==> config.mk <==
export PLATFORM = sky130hd
export DESIGN_NAME = autoneg_page_registers
export DESIGN_NICKNAME = d
export VERILOG_FILES = /design/src/an_page_pkg.sv /design/src/page_if.sv /design/src/autoneg_page_registers.sv /design/src/bit_sync.sv /design/src/page_capture.sv
export SDC_FILE = /design/constraint.sdc
export NUM_CORES = 1
export LEC_CHECK = 0
export CAP_MARGIN = 30
export CORE_MARGIN = 2
export CORE_UTILIZATION = 71
export CTS_BUF_LIST = sky130_fd_sc_hd__clkbuf_8
export DETAILED_ROUTE_END_ITERATION = 12
export DONT_BUFFER_PORTS = 1
export PLACE_DENSITY = 0.87
export SETUP_SLACK_MARGIN = 0.05
export SYNTH_ARGS = -nofsm -noshare
export SYNTH_HDL_FRONTEND = slang
export SYNTH_SLANG_ARGS = --single-unit
==> constraint.sdc <==
create_clock -name i_clk_sys -period 5.2 [get_ports i_clk_sys]
set_input_delay 0.78 -clock i_clk_sys [delete_from_list [all_inputs] [get_ports i_clk_sys]]
set_output_delay 0.78 -clock i_clk_sys [all_outputs]
set_load 0.005 [all_outputs]
==> src/an_page_pkg.sv <==
`default_nettype none
package an_page_pkg;

	// Register bus geometry.
	localparam int ADDR_W = 5;
	localparam int DATA_W = 16;
	localparam int CODE_W = 11;

	// Register addresses on the management serial interface.
	localparam logic [4:0] REG_PARTNER_BASE = 5'h05;
	localparam logic [4:0] REG_EXPANSION    = 5'h06;
	localparam logic [4:0] REG_NP_TRANSMIT  = 5'h07;
	localparam logic [4:0] REG_NP_RECEIVE   = 5'h08;
	localparam logic [4:0] REG_EXT_STATUS   = 5'h0F;

	// Field positions shared by the page registers.
	localparam int BIT_NEXT_PAGE = 15;
	localparam int BIT_ACK       = 14;
	localparam int BIT_MSG_PAGE  = 13;
	localparam int BIT_ACK2      = 12;
	localparam int BIT_TOGGLE    = 11;
	localparam int CODE_HI       = 10;
	localparam int CODE_LO       = 0;
	localparam int EXP_NP_ABLE   = 2;
	localparam int EXP_PAGE_RCVD = 1;

	// Bits of the partner base word that are kept; the rest read zero.
	localparam logic [15:0] BASE_KEEP_MASK  = 16'hF1E0;
	localparam logic [15:0] NP_RX_KEEP_MASK = 16'hFFFF;
	localparam logic [15:0] NP_TX_WR_MASK   = 16'hB7FF;
	localparam logic [15:0] EXT_STATUS_WORD = 16'h8000;
	localparam logic [15:0] ZERO_WORD       = 16'h0000;

	// Reset values of the transmit next page fields.
	localparam logic        NP_TX_NP_RST   = 1'b0;
	localparam logic        NP_TX_MP_RST   = 1'b1;
	localparam logic        NP_TX_ACK2_RST = 1'b0;
	localparam logic        NP_TX_TGL_RST  = 1'b0;
	localparam logic [10:0] NP_TX_CODE_RST = 11'h001;

	// Management frame layout.
	localparam logic [1:0] OP_READ       = 2'h2;
	localparam logic [1:0] OP_WRITE      = 2'h1;
	localparam logic       START_SECOND  = 1'b1;
	localparam logic [3:0] HDR_LAST      = 4'hC;
	localparam logic [3:0] TA_LAST       = 4'h1;
	localparam logic [3:0] DATA_LAST     = 4'hF;
	localparam logic [3:0] CNT_ZERO      = 4'h0;
	localparam logic [3:0] CNT_ONE       = 4'h1;

	typedef enum logic [1:0] {
		MDIO_IDLE = 2'h0,
		MDIO_HDR  = 2'h1,
		MDIO_TA   = 2'h3,
		MDIO_DATA = 2'h2
	} mdio_state_e;

endpackage
`default_nettype wire

==> src/page_if.sv <==
`timescale 1ns/10ps
`default_nettype none
interface page_if;
	logic [15:0] base_reg;
	logic [15:0] np_rx_reg;
	logic        page_rcvd;
	logic        clr_page_rcvd;

	modport capture (
		output base_reg,
		output np_rx_reg,
		output page_rcvd,
		input  clr_page_rcvd
	);

	modport host (
		input  base_reg,
		input  np_rx_reg,
		input  page_rcvd,
		output clr_page_rcvd
	);
endinterface
`default_nettype wire

==> src/autoneg_page_registers.sv <==
// Behaviour
// - Partner base bit 15 reports next page support.
// - Partner base acknowledge shows page reception.
// - Partner remote fault field shown read only.
// - Partner pause field, reset 00, read only.
// - Partner half and full duplex bits.
// - Expansion next-page-able bit always reads one.
// - Page received flag sets, clears on read.
// - Host-written next page bit, reset zero.
// - Message page bit and code field, host written.
// - Host-written second acknowledge, reset zero.
// - Transmit toggle flips per next page sent.
// - Receive next page, message bit, code field.
// - Receive second acknowledge as received.
// - Receive toggle bit exposed read only.
// - Receive acknowledge shows partner page reception.
// - Extended status top bit reads one.
// - Other extended status bits read zero.
`timescale 1ns/10ps
`default_nettype none
module autoneg_page_registers (
	// Clock and reset
	input  wire logic        i_clk_sys,
	input  wire logic        i_arst_n,
	// Station address strap
	input  wire logic [4:0]  i_phy_addr,
	// Management serial interface
	input  wire logic        i_mdc,
	input  wire logic        i_mdio,
	output logic             o_mdio,
	output logic             o_mdio_oe,
	// Pages received by the negotiation engine
	input  wire logic        i_page_rx_valid,
	input  wire logic        i_page_rx_base,
	input  wire logic [15:0] i_page_rx_word,
	// Next page toward the negotiation engine
	input  wire logic        i_np_tx_sent,
	output logic [15:0]      o_np_tx_word,
	output logic             o_np_tx_written
);

	// Pin synchronisation. The clock and data pins share one synchroniser so
	// that both arrive with the same latency and data is sampled coherently.
	logic [1:0] pins_sync;
	logic       mdc_prev_reg;
	logic [4:0] phy_addr_reg;

	bit_sync #(
		.WIDTH(2)
	) u_pin_sync (
		.i_clk_sys(i_clk_sys),
		.i_arst_n (i_arst_n),
		.i_async  ({i_mdc, i_mdio}),
		.o_sync   (pins_sync)
	);

	wire mdc_s    = pins_sync[1];
	wire mdio_s   = pins_sync[0];
	wire mdc_rise = mdc_s & ~mdc_prev_reg;

	// The strap is caught every cycle after reset rather than under reset, so
	// that the asynchronous reset only ever loads a constant.
	always_ff @(posedge i_clk_sys or negedge i_arst_n) begin
		if (!i_arst_n) begin
			mdc_prev_reg <= 1'b0;
			phy_addr_reg <= 5'h00;
		end else begin
			mdc_prev_reg <= mdc_s;
			phy_addr_reg <= i_phy_addr;
		end
	end

	// Captured partner pages.
	page_if pages ();

	page_capture u_capture (
		.i_clk_sys   (i_clk_sys),
		.i_arst_n    (i_arst_n),
		.i_page_valid(i_page_rx_valid),
		.i_page_base (i_page_rx_base),
		.i_page_word (i_page_rx_word),
		.pages       (pages)
	);

	// Transmit next page fields.
	logic        np_tx_np_reg;
	logic        np_tx_mp_reg;
	logic        np_tx_ack2_reg;
	logic        np_tx_tgl_reg;
	logic [10:0] np_tx_code_reg;
	logic        np_tx_written_reg;

	wire [15:0] np_tx_word = {np_tx_np_reg, 1'b0, np_tx_mp_reg, np_tx_ack2_reg,
		np_tx_tgl_reg, np_tx_code_reg};

	wire [15:0] expansion_word = {13'h0000, 1'b1, pages.page_rcvd, 1'b0};

	// Partner base word as the host sees it. The capture already cleared the
	// reserved bits, so only the named flags are picked out here.
	wire        base_np    = pages.base_reg[an_page_pkg::BIT_NEXT_PAGE];
	wire        base_ack   = pages.base_reg[an_page_pkg::BIT_ACK];
	wire [13:0] base_rest  = pages.base_reg[an_page_pkg::BIT_MSG_PAGE:an_page_pkg::CODE_LO];
	wire [15:0] base_word  = {base_np, base_ack, base_rest};

	// Receive next page fields, passed through exactly as the partner sent
	// them. Nothing here interprets the code; software reads it by the
	// message page bit.
	wire        rx_np      = pages.np_rx_reg[an_page_pkg::BIT_NEXT_PAGE];
	wire        rx_ack     = pages.np_rx_reg[an_page_pkg::BIT_ACK];
	wire        rx_mp      = pages.np_rx_reg[an_page_pkg::BIT_MSG_PAGE];
	wire        rx_ack2    = pages.np_rx_reg[an_page_pkg::BIT_ACK2];
	wire        rx_tgl     = pages.np_rx_reg[an_page_pkg::BIT_TOGGLE];
	wire [10:0] rx_code    = pages.np_rx_reg[an_page_pkg::CODE_HI:an_page_pkg::CODE_LO];
	wire [15:0] np_rx_word = {rx_np, rx_ack, rx_mp, rx_ack2, rx_tgl, rx_code};

	// Frame bit counter step, shared by every state that counts bits.
	function automatic logic [3:0] count_up(input logic [3:0] cnt);
		return cnt + an_page_pkg::CNT_ONE;
	endfunction

	// Register read decode; addresses without a register here return zero.
	function automatic logic [15:0] reg_read(
		input logic [4:0]  addr,
		input logic [15:0] base_w,
		input logic [15:0] exp_w,
		input logic [15:0] tx_w,
		input logic [15:0] rx_w
	);
		logic [15:0] value;
		value = an_page_pkg::ZERO_WORD;
		case (addr)
			an_page_pkg::REG_PARTNER_BASE: value = base_w;
			an_page_pkg::REG_EXPANSION:    value = exp_w;
			an_page_pkg::REG_NP_TRANSMIT:  value = tx_w;
			an_page_pkg::REG_NP_RECEIVE:   value = rx_w;
			an_page_pkg::REG_EXT_STATUS:   value = an_page_pkg::EXT_STATUS_WORD;
			default:                       value = an_page_pkg::ZERO_WORD;
		endcase
		return value;
	endfunction

	// Frame engine state.
	an_page_pkg::mdio_state_e state_reg;
	an_page_pkg::mdio_state_e state_next;
	logic [3:0]  cnt_reg;
	logic [3:0]  cnt_next;
	logic [12:0] hdr_reg;
	logic [12:0] hdr_next;
	logic [15:0] shift_reg;
	logic [15:0] shift_next;
	logic        mine_reg;
	logic        mine_next;
	logic        rd_reg;
	logic        rd_next;
	logic [4:0]  addr_reg;
	logic [4:0]  addr_next;
	logic        mdio_out_reg;
	logic        mdio_out_next;
	logic        mdio_oe_reg;
	logic        mdio_oe_next;

	// Header fields as they complete with the bit now arriving.
	wire [12:0] hdr_full   = {hdr_reg[11:0], mdio_s};
	wire        hdr_start  = hdr_full[12];
	wire [1:0]  hdr_op     = hdr_full[11:10];
	wire [4:0]  hdr_phy    = hdr_full[9:5];
	wire [4:0]  hdr_reg_ad = hdr_full[4:0];
	wire        hdr_ok     = (hdr_start == an_page_pkg::START_SECOND) &&
		((hdr_op == an_page_pkg::OP_READ) || (hdr_op == an_page_pkg::OP_WRITE));
	wire        hdr_mine   = hdr_ok && (hdr_phy == phy_addr_reg);
	wire        hdr_rd     = (hdr_op == an_page_pkg::OP_READ);
	wire        hdr_done   = mdc_rise && (state_reg == an_page_pkg::MDIO_HDR) &&
		(cnt_reg == an_page_pkg::HDR_LAST);
	// The read value is snapshot at the end of the header, so a page that
	// arrives while the data bits are shifted out cannot tear the word.
	wire [15:0] rd_value   = reg_read(hdr_reg_ad, base_word, expansion_word,
		np_tx_word, np_rx_word);
	wire [15:0] wr_value   = {shift_reg[14:0], mdio_s};
	wire        wr_done    = mdc_rise && (state_reg == an_page_pkg::MDIO_DATA) &&
		(cnt_reg == an_page_pkg::DATA_LAST) && mine_reg && !rd_reg;
	wire        wr_np_tx   = wr_done && (addr_reg == an_page_pkg::REG_NP_TRANSMIT);

	// The flag clears when its value is captured for a read, so a page that
	// lands later in the same frame stays visible to the next read.
	assign pages.clr_page_rcvd = hdr_done && hdr_mine && hdr_rd &&
		(hdr_reg_ad == an_page_pkg::REG_EXPANSION);

	always_comb begin
		state_next    = state_reg;
		cnt_next      = cnt_reg;
		hdr_next      = hdr_reg;
		shift_next    = shift_reg;
		mine_next     = mine_reg;
		rd_next       = rd_reg;
		addr_next     = addr_reg;
		mdio_out_next = mdio_out_reg;
		mdio_oe_next  = mdio_oe_reg;
		if (mdc_rise) begin
			case (state_reg)
				an_page_pkg::MDIO_IDLE: begin
					// Preamble ones are optional; the first zero starts a frame.
					if (!mdio_s) begin
						state_next = an_page_pkg::MDIO_HDR;
						cnt_next   = an_page_pkg::CNT_ZERO;
					end
				end
				an_page_pkg::MDIO_HDR: begin
					hdr_next = hdr_full;
					if (cnt_reg == an_page_pkg::HDR_LAST) begin
						state_next = an_page_pkg::MDIO_TA;
						cnt_next   = an_page_pkg::CNT_ZERO;
						mine_next  = hdr_mine;
						rd_next    = hdr_rd;
						addr_next  = hdr_reg_ad;
						shift_next = rd_value;
					end else begin
						cnt_next = count_up(cnt_reg);
					end
				end
				// The first turnaround bit is left to the host; the block only
				// takes the line from the second one, so two drivers never meet.
				an_page_pkg::MDIO_TA: begin
					if (cnt_reg == an_page_pkg::TA_LAST) begin
						state_next = an_page_pkg::MDIO_DATA;
						cnt_next   = an_page_pkg::CNT_ZERO;
						if (mine_reg && rd_reg) begin
							mdio_out_next = shift_reg[15];
							shift_next    = {shift_reg[14:0], 1'b0};
						end
					end else begin
						cnt_next = count_up(cnt_reg);
						// Second turnaround bit is driven low on a read.
						if (mine_reg && rd_reg) begin
							mdio_oe_next  = 1'b1;
							mdio_out_next = 1'b0;
						end
					end
				end
				an_page_pkg::MDIO_DATA: begin
					if (mine_reg && rd_reg) begin
						mdio_out_next = shift_reg[15];
						shift_next    = {shift_reg[14:0], 1'b0};
					end else begin
						shift_next = wr_value;
					end
					if (cnt_reg == an_page_pkg::DATA_LAST) begin
						state_next   = an_page_pkg::MDIO_IDLE;
						cnt_next     = an_page_pkg::CNT_ZERO;
						mdio_oe_next = 1'b0;
						mine_next    = 1'b0;
					end else begin
						cnt_next = count_up(cnt_reg);
					end
				end
				// An illegal state drops the line and waits for a fresh frame.
				default: begin
					state_next   = an_page_pkg::MDIO_IDLE;
					cnt_next     = an_page_pkg::CNT_ZERO;
					mdio_oe_next = 1'b0;
				end
			endcase
		end
	end

	always_ff @(posedge i_clk_sys or negedge i_arst_n) begin
		if (!i_arst_n) begin
			state_reg    <= an_page_pkg::MDIO_IDLE;
			cnt_reg      <= an_page_pkg::CNT_ZERO;
			hdr_reg      <= 13'h0000;
			shift_reg    <= an_page_pkg::ZERO_WORD;
			mine_reg     <= 1'b0;
			rd_reg       <= 1'b0;
			addr_reg     <= 5'h00;
			mdio_out_reg <= 1'b0;
			mdio_oe_reg  <= 1'b0;
		end else begin
			state_reg    <= state_next;
			cnt_reg      <= cnt_next;
			hdr_reg      <= hdr_next;
			shift_reg    <= shift_next;
			mine_reg     <= mine_next;
			rd_reg       <= rd_next;
			addr_reg     <= addr_next;
			mdio_out_reg <= mdio_out_next;
			mdio_oe_reg  <= mdio_oe_next;
		end
	end

	// Transmit next page register. Only the writable fields take the write;
	// the toggle and the reserved bit ignore it.
	wire [15:0] np_wr = wr_value & an_page_pkg::NP_TX_WR_MASK;

	always_ff @(posedge i_clk_sys or negedge i_arst_n) begin
		if (!i_arst_n) begin
			np_tx_np_reg      <= an_page_pkg::NP_TX_NP_RST;
			np_tx_mp_reg      <= an_page_pkg::NP_TX_MP_RST;
			np_tx_ack2_reg    <= an_page_pkg::NP_TX_ACK2_RST;
			np_tx_code_reg    <= an_page_pkg::NP_TX_CODE_RST;
			np_tx_written_reg <= 1'b0;
		end else begin
			np_tx_written_reg <= wr_np_tx;
			if (wr_np_tx) begin
				np_tx_np_reg   <= np_wr[an_page_pkg::BIT_NEXT_PAGE];
				np_tx_mp_reg   <= np_wr[an_page_pkg::BIT_MSG_PAGE];
				np_tx_ack2_reg <= np_wr[an_page_pkg::BIT_ACK2];
				np_tx_code_reg <= np_wr[an_page_pkg::CODE_HI:an_page_pkg::CODE_LO];
			end
		end
	end

	// The toggle advances once per next page handed to the link, so the
	// engine always sends the opposite value from the page before.
	always_ff @(posedge i_clk_sys or negedge i_arst_n) begin
		if (!i_arst_n)
			np_tx_tgl_reg <= an_page_pkg::NP_TX_TGL_RST;
		else if (i_np_tx_sent)
			np_tx_tgl_reg <= ~np_tx_tgl_reg;
	end

	assign o_mdio          = mdio_out_reg;
	assign o_mdio_oe       = mdio_oe_reg;
	assign o_np_tx_word    = np_tx_word;
	assign o_np_tx_written = np_tx_written_reg;

endmodule
`default_nettype wire

==> src/bit_sync.sv <==
`timescale 1ns/10ps
`default_nettype none
module bit_sync #(
	parameter int WIDTH = 2
) (
	// Clock and reset
	input  wire logic             i_clk_sys,
	input  wire logic             i_arst_n,
	// Asynchronous levels in, synchronised levels out
	input  wire logic [WIDTH-1:0] i_async,
	output logic      [WIDTH-1:0] o_sync
);
	logic [WIDTH-1:0] meta_reg;
	logic [WIDTH-1:0] sync_reg;

	always_ff @(posedge i_clk_sys or negedge i_arst_n) begin
		if (!i_arst_n) begin
			meta_reg <= '0;
			sync_reg <= '0;
		end else begin
			meta_reg <= i_async;
			sync_reg <= meta_reg;
		end
	end

	assign o_sync = sync_reg;
endmodule
`default_nettype wire

==> src/page_capture.sv <==
`timescale 1ns/10ps
`default_nettype none
module page_capture (
	// Clock and reset
	input  wire logic        i_clk_sys,
	input  wire logic        i_arst_n,
	// Pages from the negotiation engine
	input  wire logic        i_page_valid,
	input  wire logic        i_page_base,
	input  wire logic [15:0] i_page_word,
	// Captured pages toward the register file
	page_if.capture          pages
);
	logic [15:0] base_reg;
	logic [15:0] np_rx_reg;
	logic        page_rcvd_reg;
	wire         take_base = i_page_valid & i_page_base;
	wire         take_np   = i_page_valid & ~i_page_base;

	always_ff @(posedge i_clk_sys or negedge i_arst_n) begin
		if (!i_arst_n) begin
			base_reg      <= an_page_pkg::ZERO_WORD;
			np_rx_reg     <= an_page_pkg::ZERO_WORD;
			page_rcvd_reg <= 1'b0;
		end else begin
			if (take_base)
				base_reg <= i_page_word & an_page_pkg::BASE_KEEP_MASK;
			if (take_np)
				np_rx_reg <= i_page_word & an_page_pkg::NP_RX_KEEP_MASK;
			// A page landing in the same cycle as the read-clear must not be lost.
			if (i_page_valid)
				page_rcvd_reg <= 1'b1;
			else if (pages.clr_page_rcvd)
				page_rcvd_reg <= 1'b0;
		end
	end

	assign pages.base_reg  = base_reg;
	assign pages.np_rx_reg = np_rx_reg;
	assign pages.page_rcvd = page_rcvd_reg;
endmodule
`default_nettype wire

# After elaboration in Yosys (flattened, before gate mapping)
# Index checks and enable logic that the tools add are counted.
# word_totals
reg_bits,94
output_inout_bits,19
# classes
n_eq_ne,22
n_mux,28
bitwise_logic,6
add_sub_neg,1
n_reduce_logical,28
# ops
cell,count
16-bit case mux with 5 select lines,1
16-bit 2-to-1 mux,3
16-bit case mux with 3 select lines,1
"5-bit by 3-bit == test with 1-bit output, second input constant",4
4-bit 2-to-1 mux,4
4-bit case mux with 4 select lines,1
5-bit AND reduction,3
1-bit logical AND,13
"5-bit by 4-bit == test with 1-bit output, second input constant",2
1-bit 2-to-1 mux,10
"4-bit == test, second input constant",2
2-bit 2-to-1 mux,4
"2-bit inequality test, second input constant",4
2-bit case mux with 4 select lines,1
"2-bit == test, second input constant",3
1-bit case mux with 2 select lines,3
3-bit AND reduction,2
2-bit nonzero test,3
5-bit == test,1
"4-bit by 1-bit adder with 4-bit output, second input constant",1
"2-bit by 1-bit == test with 1-bit output, second input constant",2
"4-bit by 1-bit == test with 1-bit output, second input constant",1
"2-bit by 1-bit inequality test with 1-bit output, second input constant",2
2-bit AND reduction,2
8 further kinds,12

# Longest topological paths before layout
# Gate-level depths: netlist (run 1).
# depth
ltp_word,9
depth_mapped,8
depth_no_buf,6

# Modules after synthesis
# From an unflattened synthesis (run 1), not the netlist that was laid out.
# hier_totals
cells_unflattened,384
area_unflattened_um2,4655.7
# by_module_without_submodules
module,area_per_inst_um2,n_inst,cells_each,seq_area_each_um2
autoneg_page_registers,3507.1,1,316,1629.1
page_capture,1048.5,1,64,625.6
bit_sync,100.1,1,4,100.1

# Least setup slack after synthesis (run 1)
# No wires, ideal clock.
# synth_timing
kind,register to register
startpoint,register cnt_reg[0]
endpoint,register np_tx_ack2_reg
path_buffers,1
setup_slack_ns,3.299
t_arrival_ns,1.776
stages_incl_launch_ff,7
required_time_ns,5.075
path_cell_list,dfrtp_1 -> ha_1 -> nand3_1 -> or2_2 -> nor3_4 -> buf_4 -> mux2_2
# synth_via
elab_chain_cells,5
# synth_rtl
item,line_no,source
from (decl),autoneg_page_registers.sv:145,logic [3:0] cnt_reg;
from (signal assigned),autoneg_page_registers.sv:268,cnt_reg <= an_page_pkg::CNT_ZERO;
from (signal assigned),autoneg_page_registers.sv:278,cnt_reg <= cnt_next;
4-bit == test,autoneg_page_registers.sv:180,(cnt_reg == an_page_pkg::DATA_LAST) && mine_reg && !rd_reg;
1-bit logical AND,autoneg_page_registers.sv:179,wire wr_done = mdc_rise && (state_reg == an_page_pkg::MDIO_DATA) &&
1-bit logical AND (2 in a row),autoneg_page_registers.sv:180,
1-bit logical AND,autoneg_page_registers.sv:181,wire wr_np_tx = wr_done && (addr_reg == an_page_pkg::REG_NP_TRANSMIT);
to (signal assigned),autoneg_page_registers.sv:297,np_tx_ack2_reg <= an_page_pkg::NP_TX_ACK2_RST;
to (signal assigned),autoneg_page_registers.sv:305,np_tx_ack2_reg <= np_wr[an_page_pkg::BIT_ACK2];
to (decl),autoneg_page_registers.sv:88,logic np_tx_ack2_reg;
# No other way between the ends.
# A chain may end at the register's enable or synchronous reset.

# Final worst setup path (run 1)
# layout_timing
startpoint,register state_reg[1]
endpoint,register shift_reg[11]
# layout_via
elab_chain_cells,3
word_cells_on_any_way,9
# layout_rtl
item,line_no,source
from (decl),autoneg_page_registers.sv:143,an_page_pkg::mdio_state_e state_reg;
from (signal assigned),autoneg_page_registers.sv:267,state_reg <= an_page_pkg::MDIO_IDLE;
from (signal assigned),autoneg_page_registers.sv:277,state_reg <= state_next;
2-bit == test or 2-bit by 1-bit == test with 1-bit output (tied branches),autoneg_page_registers.sv:199,case (state_reg)
2-bit inequality test (no source line) (tied with other cells),-,
5-bit AND reduction (no source line),-,
to (signal assigned),autoneg_page_registers.sv:270,shift_reg <= an_page_pkg::ZERO_WORD;
to (signal assigned),autoneg_page_registers.sv:280,shift_reg <= shift_next;
to (decl),autoneg_page_registers.sv:149,logic [15:0] shift_reg;
# Several ways; a longest one is shown, not always the timed one.

==> results.cfg, run 1 <==
[worst_setup_path]
end_kind = register
cp_top_family = compound AO/OA/AOI/OAI gates
worst_ep_arrival_time_ns = 3.09
start_kind = register
path_class = register to register
cp.required_ns = 5.41
r2r_start = state_reg[1]$_DFFE_PN0P_
startpoint = state_reg[1]$_DFFE_PN0P_
worst-path-buf-inv = 0
slowest_delay_ns = 0.90
crit_path_cell_trace = nor2_1 -> a211oi_2 -> and2_1 -> a31oi_1
crit_path_max_fanout = 27
crit_slowest_cell = dfrtp_1

[clock_network]
postCtsSetupBuffers = 0
cts_buffers = 9
ctsLongestPathBuffers = 2
clkTransAtPathRegs_ns = 0.10
clockRootBuffer = clkbuf_8
clock_latency_ns = 0.36
ctsHoldBuffers = 0
cts_resized = 0
cts_tree = yes
clkSinkCount = 94
htree_levels = 3

[yosys]
synth_fp_nets = 414
synth_edf_count = 0
synth_warnings = 0
synthCells = 382
syn-mean-instance-area_um2 = 11.7
synth_top_area_cell = dfrtp_1
seq_area_frac_synth_pct = 52.5
synth_area_leaders = dfrtp_1 (51%), mux2_2 (11%), a21oi_1 (2.6%), o21ai_0 (2.1%), mux2i_1 (2.0%)
ys_ff_latch = 94
synth_top_area_share_pct = 51.4
synthDistinctLibCells = 56
synth_flop_cell = dfrtp_1
synth_area_um2 = 4480
synthArstFlopShare_pct = 100

[timing]
fin_crit_ns = 2.88
hold_violations = 0
slew_headroom_pct = 35.2
min_period_over_period_pct = 55.4
max_freq_ghz = 0.347
fin_skew_ns = 0.0116
worst_slew_pin_slew_ns = 0.972
setup_viol = 0
rsz0062_at_grt = no
maxSlewViolCount = 0
fin_setup_tns_ns = 0

[floorplanning]
fp.dieW_um = 83.5
die-height_um = 83.5
io-pin-count = 47
fp.coreArea_um2 = 6030
initial_core_util_pct = 74.4
rows = 28
die_area_um2 = 6960

[routing]
drc_errors = 0
vias_per_cell = 6.61
ant_nets = 0
wl_um = 8720
post_drt_wl_per_cell_um = 19.7
num_vias = 2920
drtIter0Drc = 219
dr.pass1.iters = 4

[final_layout]
final_cells = 442
antenna-diode-count = 0
final_nets = 394
synthToLayoutAreaGrowth_pct = 2.82
drive_above_1_share_pct = 22.6

[grt]
grt_pass1_wl_um = 14900
antenna_found_initial = 0
grt_pass1_vias = 2954
grt_overflow = 0
track_usage_pct = 27.1
grt_max_degree = 95

[power_and_ir_drop]
cellLeakagePower_nw = 1.92
power_density_nw_per_um2 = 452
ir_drop_uv = 345

[job]
timing.max_cap.violations = 0

[placement]
port_buffers = 0
dp.cells = 425
hpwl_um = 5760
gp_congestion = 0.797

[hold_path]
hp-class = input pin to asynchronous set/reset pin

[run_status]
status = completed
-- kinds of logic after synthesis --
family,count (synthesis),synth area share [%]
other,1,0.0837
adders and majority gates,4,1.12
and+or+nand+nor,77,11.1
xor gates and xnor gates,7,1.37
muxes,55,13.6
DFF,94,52.5
buffers and inverters,54,5.97
AOI/OAI and AO/OA,90,14.2
-- synth_stat cells (2+ instances only) --
library cell   n
nand2_1       22
nand3b_1       3
a21oi_1       23
xor2_1         2
o32ai_1        6
nand4_1        2
buf_2          9
xnor2_1        5
mux2_2        45
o21ai_0       19
nand4bb_1      2
clkbuf_1      13
buf_4          7
a32oi_1        8
nor2b_1        5
a22o_1         3
nor2_1         3
o211ai_1       8
a211oi_1       2
inv_1         21
buf_6          2
ha_1           4
nor3b_2        7
nand3_1        3
dfstp_2        2
nor3_1         7
mux2i_1        9
nor3b_1        4
nand2b_1       8
a31oi_1        8
o32ai_2        2
dfrtp_1       92
a21oi_2        2
nand4b_1       2
-- layout make-up --
type                       instances  area [µm²]
timing repair buffer               2        15.0
sequential                        94        2350
tap                               75        93.8
fill                             385        1420
multi-input combinational        234        1860
inverter                          21        78.8
clock inverter                     7        80.1
clock buffer                       9         124
-- routing by layer --
metal	share of wire, %	track usage (%)
met5	0	0
met4	0.75	6.01
met3	7.1	8.70
met2	50	43.8
met1	43	36.4
-- cells in the final DEF (no fill, tap or decap), drive strengths merged, types with 4 or more instances in the layout --
| master | Yosys | layout |
|---|---|---|
| dfrtp | 92 | 92 |
| a32oi | 8 | 8 |
| nand2 | 22 | 22 |
| o32ai | 8 | 8 |
| mux2 | 46 | 46 |
| clkbuf | 14 | 9 |
| ha | 4 | 4 |
| a31oi | 8 | 8 |
| xnor2 | 5 | 5 |
| nand2b | 8 | 8 |
| nor2b | 5 | 5 |
| a21oi | 25 | 25 |
| inv | 21 | 24 |
| mux2i | 9 | 9 |
| o211ai | 8 | 8 |
| nor3 | 8 | 8 |
| o21ai | 19 | 19 |
| nor3b | 11 | 11 |
-- worst reg2reg max path, stage by stage (launching register included) --
cell and delay (ns):
dfrtp_1 0.90, nor2_1 0.20, a211oi_2 0.83, and2_1 0.62
a31oi_1 0.19
-- path summary, 6_finish.rpt --
kind | endpoint | slack [ns] | depth (start not counted)
setup / recovery | shift_reg[11]$_DFFE_PN0P_ | 2.32 | 4
hold / removal | o_mdio_oe$_DFFE_PN0P_ | 0.11 | 0
setup reg to reg | shift_reg[11]$_DFFE_PN0P_ | 2.32 | 4
hold reg to reg | u_pin_sync.o_sync[1]$_DFF_PN0_ | 0.36 | 0
max in group asynchronous | np_tx_code_reg[0]$_DFFE_PN1P_ | 4.84 | 0
min in group i_clk_sys | u_pin_sync.o_sync[1]$_DFF_PN0_ | 0.36 | 0
-- power by group --
part,switching [mW],internal [mW]
clock network,0.263,0.228
registers,0.216,0.888
logic,0.255,0.233
total,0.733,1.35
-- per-stage QoR --
step           power [mW]  area, µm²  utilization (%)  setup WS [ns]  hold WS (ns)
3_5_place_dp         1.59       4400             73.0           2.44         0.338
2_1_floorplan        1.49       4480                -           3.30         0.331
4_1_cts              2.08       4600             76.3           2.39        0.0895
6_report             2.08       4610             76.5           2.32         0.107
3_3_place_gp         1.55       4400             73.0           2.52         0.334
5_1_grt              2.21       4610             76.5           2.16        0.0818
Note: power is estimated with default switching activity, not from simulation.
==> run 2, diff against run 1 <==
--- a/config.mk
+++ b/config.mk
@@ -7,11 +7,11 @@
 export LEC_CHECK = 0
 export CAP_MARGIN = 30
 export CORE_MARGIN = 2
-export CORE_UTILIZATION = 71
+export CORE_UTILIZATION = 59
 export CTS_BUF_LIST = sky130_fd_sc_hd__clkbuf_8
 export DETAILED_ROUTE_END_ITERATION = 12
 export DONT_BUFFER_PORTS = 1
-export PLACE_DENSITY = 0.87
+export PLACE_DENSITY = 0.78
 export SETUP_SLACK_MARGIN = 0.05
 export SYNTH_ARGS = -nofsm -noshare
 export SYNTH_HDL_FRONTEND = slang
==> constraint.sdc (replaced) <==
create_clock -name i_clk_sys -period 2.4 [get_ports i_clk_sys]
set_input_delay 0.36 -clock i_clk_sys [delete_from_list [all_inputs] [get_ports i_clk_sys]]
set_output_delay 0.36 -clock i_clk_sys [all_outputs]
set_load 0.005 [all_outputs]
==> results.cfg, run 2 (synthesized netlist as in run 1, its figures left out) <==
[routing]
wl_um = 8910
drtIter0Drc = 234
drc_errors = 0
ant_nets = 0
num_vias = 2935
dr.pass1.iters = 5
vias_per_cell = 6.05
post_drt_wl_per_cell_um = 18.4

[floorplanning]
initial_core_util_pct = 61.5
die_area_um2 = 8310
die-height_um = 91.2
fp.coreArea_um2 = 7290
rows = 31
fp.dieW_um = 91.2
io-pin-count = 47

[grt]
track_usage_pct = 22.6
grt_pass1_wl_um = 15000
grt_overflow = 0
antenna_found_initial = 0
grt_pass1_vias = 2882
grt_max_degree = 95

[placement]
hpwl_um = 5950
gp_congestion = 0.831
pre_cts_ws_ns = 0.327
port_buffers = 0

[worst_setup_path]
r2r_start = state_reg[1]$_DFFE_PN0P_
r2r_end = np_tx_code_reg[9]$_DFFE_PN0P_
end_kind = register
ff2ff_path_depth = 6
crit_cells = 6
start_kind = register
slowest_delay_ns = 0.38
worst_ep_arrival_time_ns = 2.30
critPathMostFrequentCell = buf_4
worst-path-buf-inv = 2
path_class = register to register
crit_slowest_cell = dfrtp_1
crit_path_cell_trace = buf_4 -> nor2b_1 -> nand2_1 -> nor3_4 -> buf_4 -> mux2_2
cp.required_ns = 2.65
cp_top_family = simple AND/OR/NAND/NOR gates
crit_path_max_fanout = 25
regToRegSetupSlack_ns = 0.35

[final_layout]
utilization_pct = 66.1
fillerInstances = 566
final_nets = 413
final_cell_mix = dfrtp_1 (92), mux2_2 (45), a21oi_1 (23), nand2_1 (22), inv_1 (21)
multiInputGateArea_um2 = 1860
final_common_cell = dfrtp_1
antenna-diode-count = 0
drive_above_1_share_pct = 24.6
synthToLayoutAreaGrowth_pct = 7.54
register_area_um2 = 2350

[timing]
hold_violations = 94
fin_skew_ns = 0.0112
postLayoutSetupSlackWorst_ns = 0.349
fin_crit_ns = 2.05
fin_setup_tns_ns = 0
slew_headroom_pct = 50.5
min_period_over_period_pct = 85.5
setup_viol = 0
max_freq_ghz = 0.488
maxSlewViolCount = 0
holdWs_ns = -0.319
rsz0062_at_grt = no
worst_slew_pin_slew_ns = 0.740

[power_and_ir_drop]
cellLeakagePower_nw = 2.03
power_density_nw_per_um2 = 970
power_mw = 4.68
ir_drop_uv = 519

[job]
timing.max_cap.violations = 0

[clock_network]
cts_resized = 0
clock_latency_ns = 0.37
ctsLongestPathBuffers = 2
clockRootBuffer = clkbuf_8
clkSinkCount = 94
cts_tree = yes
clkTransAtPathRegs_ns = 0.09
postCtsSetupBuffers = 0
htree_levels = 3
cts_buffers = 9

[run_status]
violations = hold timing
status = complete, but fails checks

[hold_path]
hp-class = input pin to asynchronous set/reset pin
## run 2: final cells by class
cell class	instances	share of cell area, %
clock inverters	7	1.97
clock buffers	9	2.57
flip-flops and latches	94	48.9
multi-input cells	234	38.6
inverters	21	1.64
well taps	99	2.57
repair buffers	21	3.76
## run 2: report_power, final
group | internal, mW | total, mW | switching (mW)
registers | 1.93 | 2.23 | 0.304
logic | 0.561 | 1.29 | 0.728
clock network | 0.590 | 1.15 | 0.563
## run 2: per-layer routing
| metal | track usage [%] | wire length (µm) | vias up |
|---|---|---|---|
| li1 | - | - | 1365 |
| met1 | 32.0 | 4000 | 1460 |
| met2 | 34.3 | 4200 | 96 |
| met3 | 7.14 | 620 | 14 |
| met4 | 5.56 | 97 | 0 |
| met5 | 0 | 0 | - |
## run 2: worst max-delay path by stage
stage	startpoint	to	slack [ns]
final	state_reg[1]$_DFFE_PN0P_	np_tx_code_reg[9]$_DFFE_PN0P_	0.35
after detailed placement	state_reg[1]$_DFFE_PN0P_	shift_reg[15]$_DFFE_PN0P_	0.33
after CTS	state_reg[1]$_DFFE_PN0P_	shift_reg[15]$_DFFE_PN0P_	0.29
after global routing	cnt_reg[0]$_DFFE_PN0P_	np_tx_code_reg[7]$_DFFE_PN0P_	0.22
after global placement	state_reg[1]$_DFFE_PN0P_	shift_reg[15]$_DFFE_PN0P_	0.40
after floorplan	cnt_reg[0]$_DFFE_PN0P_	np_tx_ack2_reg$_DFFE_PN0P_	0.50
## run 2: stage by stage
step	std cells	cell area (µm²)
global placement	461	4520
floorplan	382	4480
detailed placement	461	4520
global route	485	4820
CTS	477	4740
finish	485	4820
==> run 3, diff against run 2 <==
--- a/config.mk
+++ b/config.mk
@@ -5,13 +5,15 @@
 export SDC_FILE = /design/constraint.sdc
 export NUM_CORES = 1
 export LEC_CHECK = 0
-export CAP_MARGIN = 30
+export CAP_MARGIN = 10
+export CELL_PAD_IN_SITES_DETAIL_PLACEMENT = 1
+export CELL_PAD_IN_SITES_GLOBAL_PLACEMENT = 1
 export CORE_MARGIN = 2
-export CORE_UTILIZATION = 59
+export CORE_UTILIZATION = 48
 export CTS_BUF_LIST = sky130_fd_sc_hd__clkbuf_8
 export DETAILED_ROUTE_END_ITERATION = 12
 export DONT_BUFFER_PORTS = 1
-export PLACE_DENSITY = 0.78
+export PLACE_DENSITY_LB_ADDON = 0.1
 export SETUP_SLACK_MARGIN = 0.05
 export SYNTH_ARGS = -nofsm -noshare
 export SYNTH_HDL_FRONTEND = slang
==> results.cfg, run 3 (synthesized netlist as in run 1, its figures left out) <==
[run_status]
status = complete, but fails checks
violations = hold timing

[placement]
hpwl_um = 6930
dp.cells = 479
gp_congestion = 0.830
port_buffers = 0

[clock_network]
clock_latency_ns = 0.37
clkTransAtPathRegs_ns = 0.10
cts_tree = yes
cts_resized = 0
ctsLongestPathBuffers = 2
clockRootBuffer = clkbuf_8
htree_levels = 3
cts_buffers = 9
ctsHoldBuffers = 7
clkSinkCount = 94
postCtsSetupBuffers = 0

[power_and_ir_drop]
ir_drop_uv = 468
cellLeakagePower_nw = 2.04
power_density_nw_per_um2 = 974

[hold_path]
hp-class = input pin to asynchronous set/reset pin

[grt]
grt_pass1_wl_um = 17100
grt_max_degree = 95
track_usage_pct = 22.1
grt_pass1_vias = 3166
antenna_found_initial = 0
grt_overflow = 0

[timing]
holdWs_ns = -0.322
setup_viol = 0
fin_setup_tns_ns = 0
slew_headroom_pct = 50.7
fin_skew_ns = 0.00789
max_freq_ghz = 0.468
hold_violations = 94
min_period_over_period_pct = 89.1
rsz0062_at_grt = no
worst_slew_pin_slew_ns = 0.737
fin_crit_ns = 2.14
maxSlewViolCount = 0

[routing]
vias_per_cell = 5.96
post_drt_wl_per_cell_um = 20.3
drc_errors = 0
wl_um = 10200
ant_nets = 0
num_vias = 2991
dr.pass1.iters = 4
drtIter0Drc = 133

[floorplanning]
initial_core_util_pct = 49.0
rows = 35
die_area_um2 = 10100
fp.coreArea_um2 = 9150
die-height_um = 101
fp.dieW_um = 101
io-pin-count = 47

[worst_setup_path]
ff2ff_path_depth = 5
start_kind = register
crit_cells = 5
path_class = register to register
crit_path_cell_trace = or4b_1 -> buf_4 -> nor3b_2 -> o211ai_1 -> a31oi_1
crit_path_max_fanout = 10
crit_slowest_cell = or4b_1
cp.required_ns = 2.69
worst_ep_arrival_time_ns = 2.42
end_kind = register
cp_top_family = simple AND/OR/NAND/NOR gates
worst-path-buf-inv = 1
slowest_delay_ns = 0.79

[final_layout]
final_nets = 418
final_cells = 502
final_common_cell = dfrtp_1
synthToLayoutAreaGrowth_pct = 8.38
final_cell_mix = dfrtp_1 (92), mux2_2 (45), a21oi_1 (23), nand2_1 (22), inv_1 (21)
antenna-diode-count = 0
drive_above_1_share_pct = 25.6
fillerInstances = 955

[job]
timing.max_cap.violations = 0
[run 3: cell count changes in the layout (fill, tap and decap cells not counted)]
cell       change
clkinv_2       -2
bufinv_16      -1
inv_8          +2
clkbuf_8       -1
clkinv_4       +1
buf_4          +6
[run 3: cell type report]
cell class / instances / area, µm² / share of cell area, %
sequential: 94 / 2350 / 48.5
tap: 111 / 139 / 2.86
inverter: 21 / 78.8 / 1.62
multi-input combinational: 234 / 1860 / 38.3
clock buffer: 9 / 124 / 2.55
timing repair buffer: 26 / 213 / 4.38
clock inverter: 7 / 86.3 / 1.78
[run 3: worst paths after layout]
path | startpoint | end | slack (ns)
worst max-delay path | hdr_reg[1]$_DFFE_PN0N_ | shift_reg[3]$_DFFE_PN0P_ | 0.26
worst min-delay path | i_arst_n | cnt_reg[1]$_DFFE_PN0P_ | -0.32
worst max register to register | hdr_reg[1]$_DFFE_PN0N_ | shift_reg[3]$_DFFE_PN0P_ | 0.26
worst min register to register | u_pin_sync.meta_reg[1]$_DFF_PN0_ | u_pin_sync.o_sync[1]$_DFF_PN0_ | 0.37
max in group asynchronous | i_arst_n | np_tx_mp_reg$_DFFE_PN1P_ | 2.51
min in group i_clk_sys | i_np_tx_sent | np_tx_tgl_reg$_DFFE_PN0P_ | 0.07
[run 3: metrics by stage]
step | utilization (%) | hold WS, ns | area, µm² | total power, mW | worst slack (ns)
after floorplan | - | 0.0644 | 4480 | 3.23 | 0.499
after global placement | 50.0 | 0.0670 | 4580 | 3.58 | 0.365
after detailed placement | 50.0 | 0.0674 | 4580 | 3.62 | 0.286
after CTS | 53.1 | -0.346 | 4860 | 4.77 | 0.246
after global routing | 53.1 | -0.351 | 4860 | 5.02 | 0.134
final | 53.1 | -0.322 | 4860 | 4.73 | 0.263
[run 3: report_power, final]
| group | internal (mW) | total (mW) | switching [mW] |
|---|---|---|---|
| clock | 0.505 | 1.12 | 0.612 |
| combinational | 0.593 | 1.35 | 0.754 |
| sequential | 1.93 | 2.27 | 0.338 |
[run 3: routing by layer]
layer	GRT usage (%)	routed length (µm)	share of wire, %	vias up
li1	-	-	-	1374
met1	32.8	4990	49	1539
met2	32.8	4620	45	70
met3	5.41	482	4.7	8
met4	5.37	95	0.93	0
met5	0	0	0	-
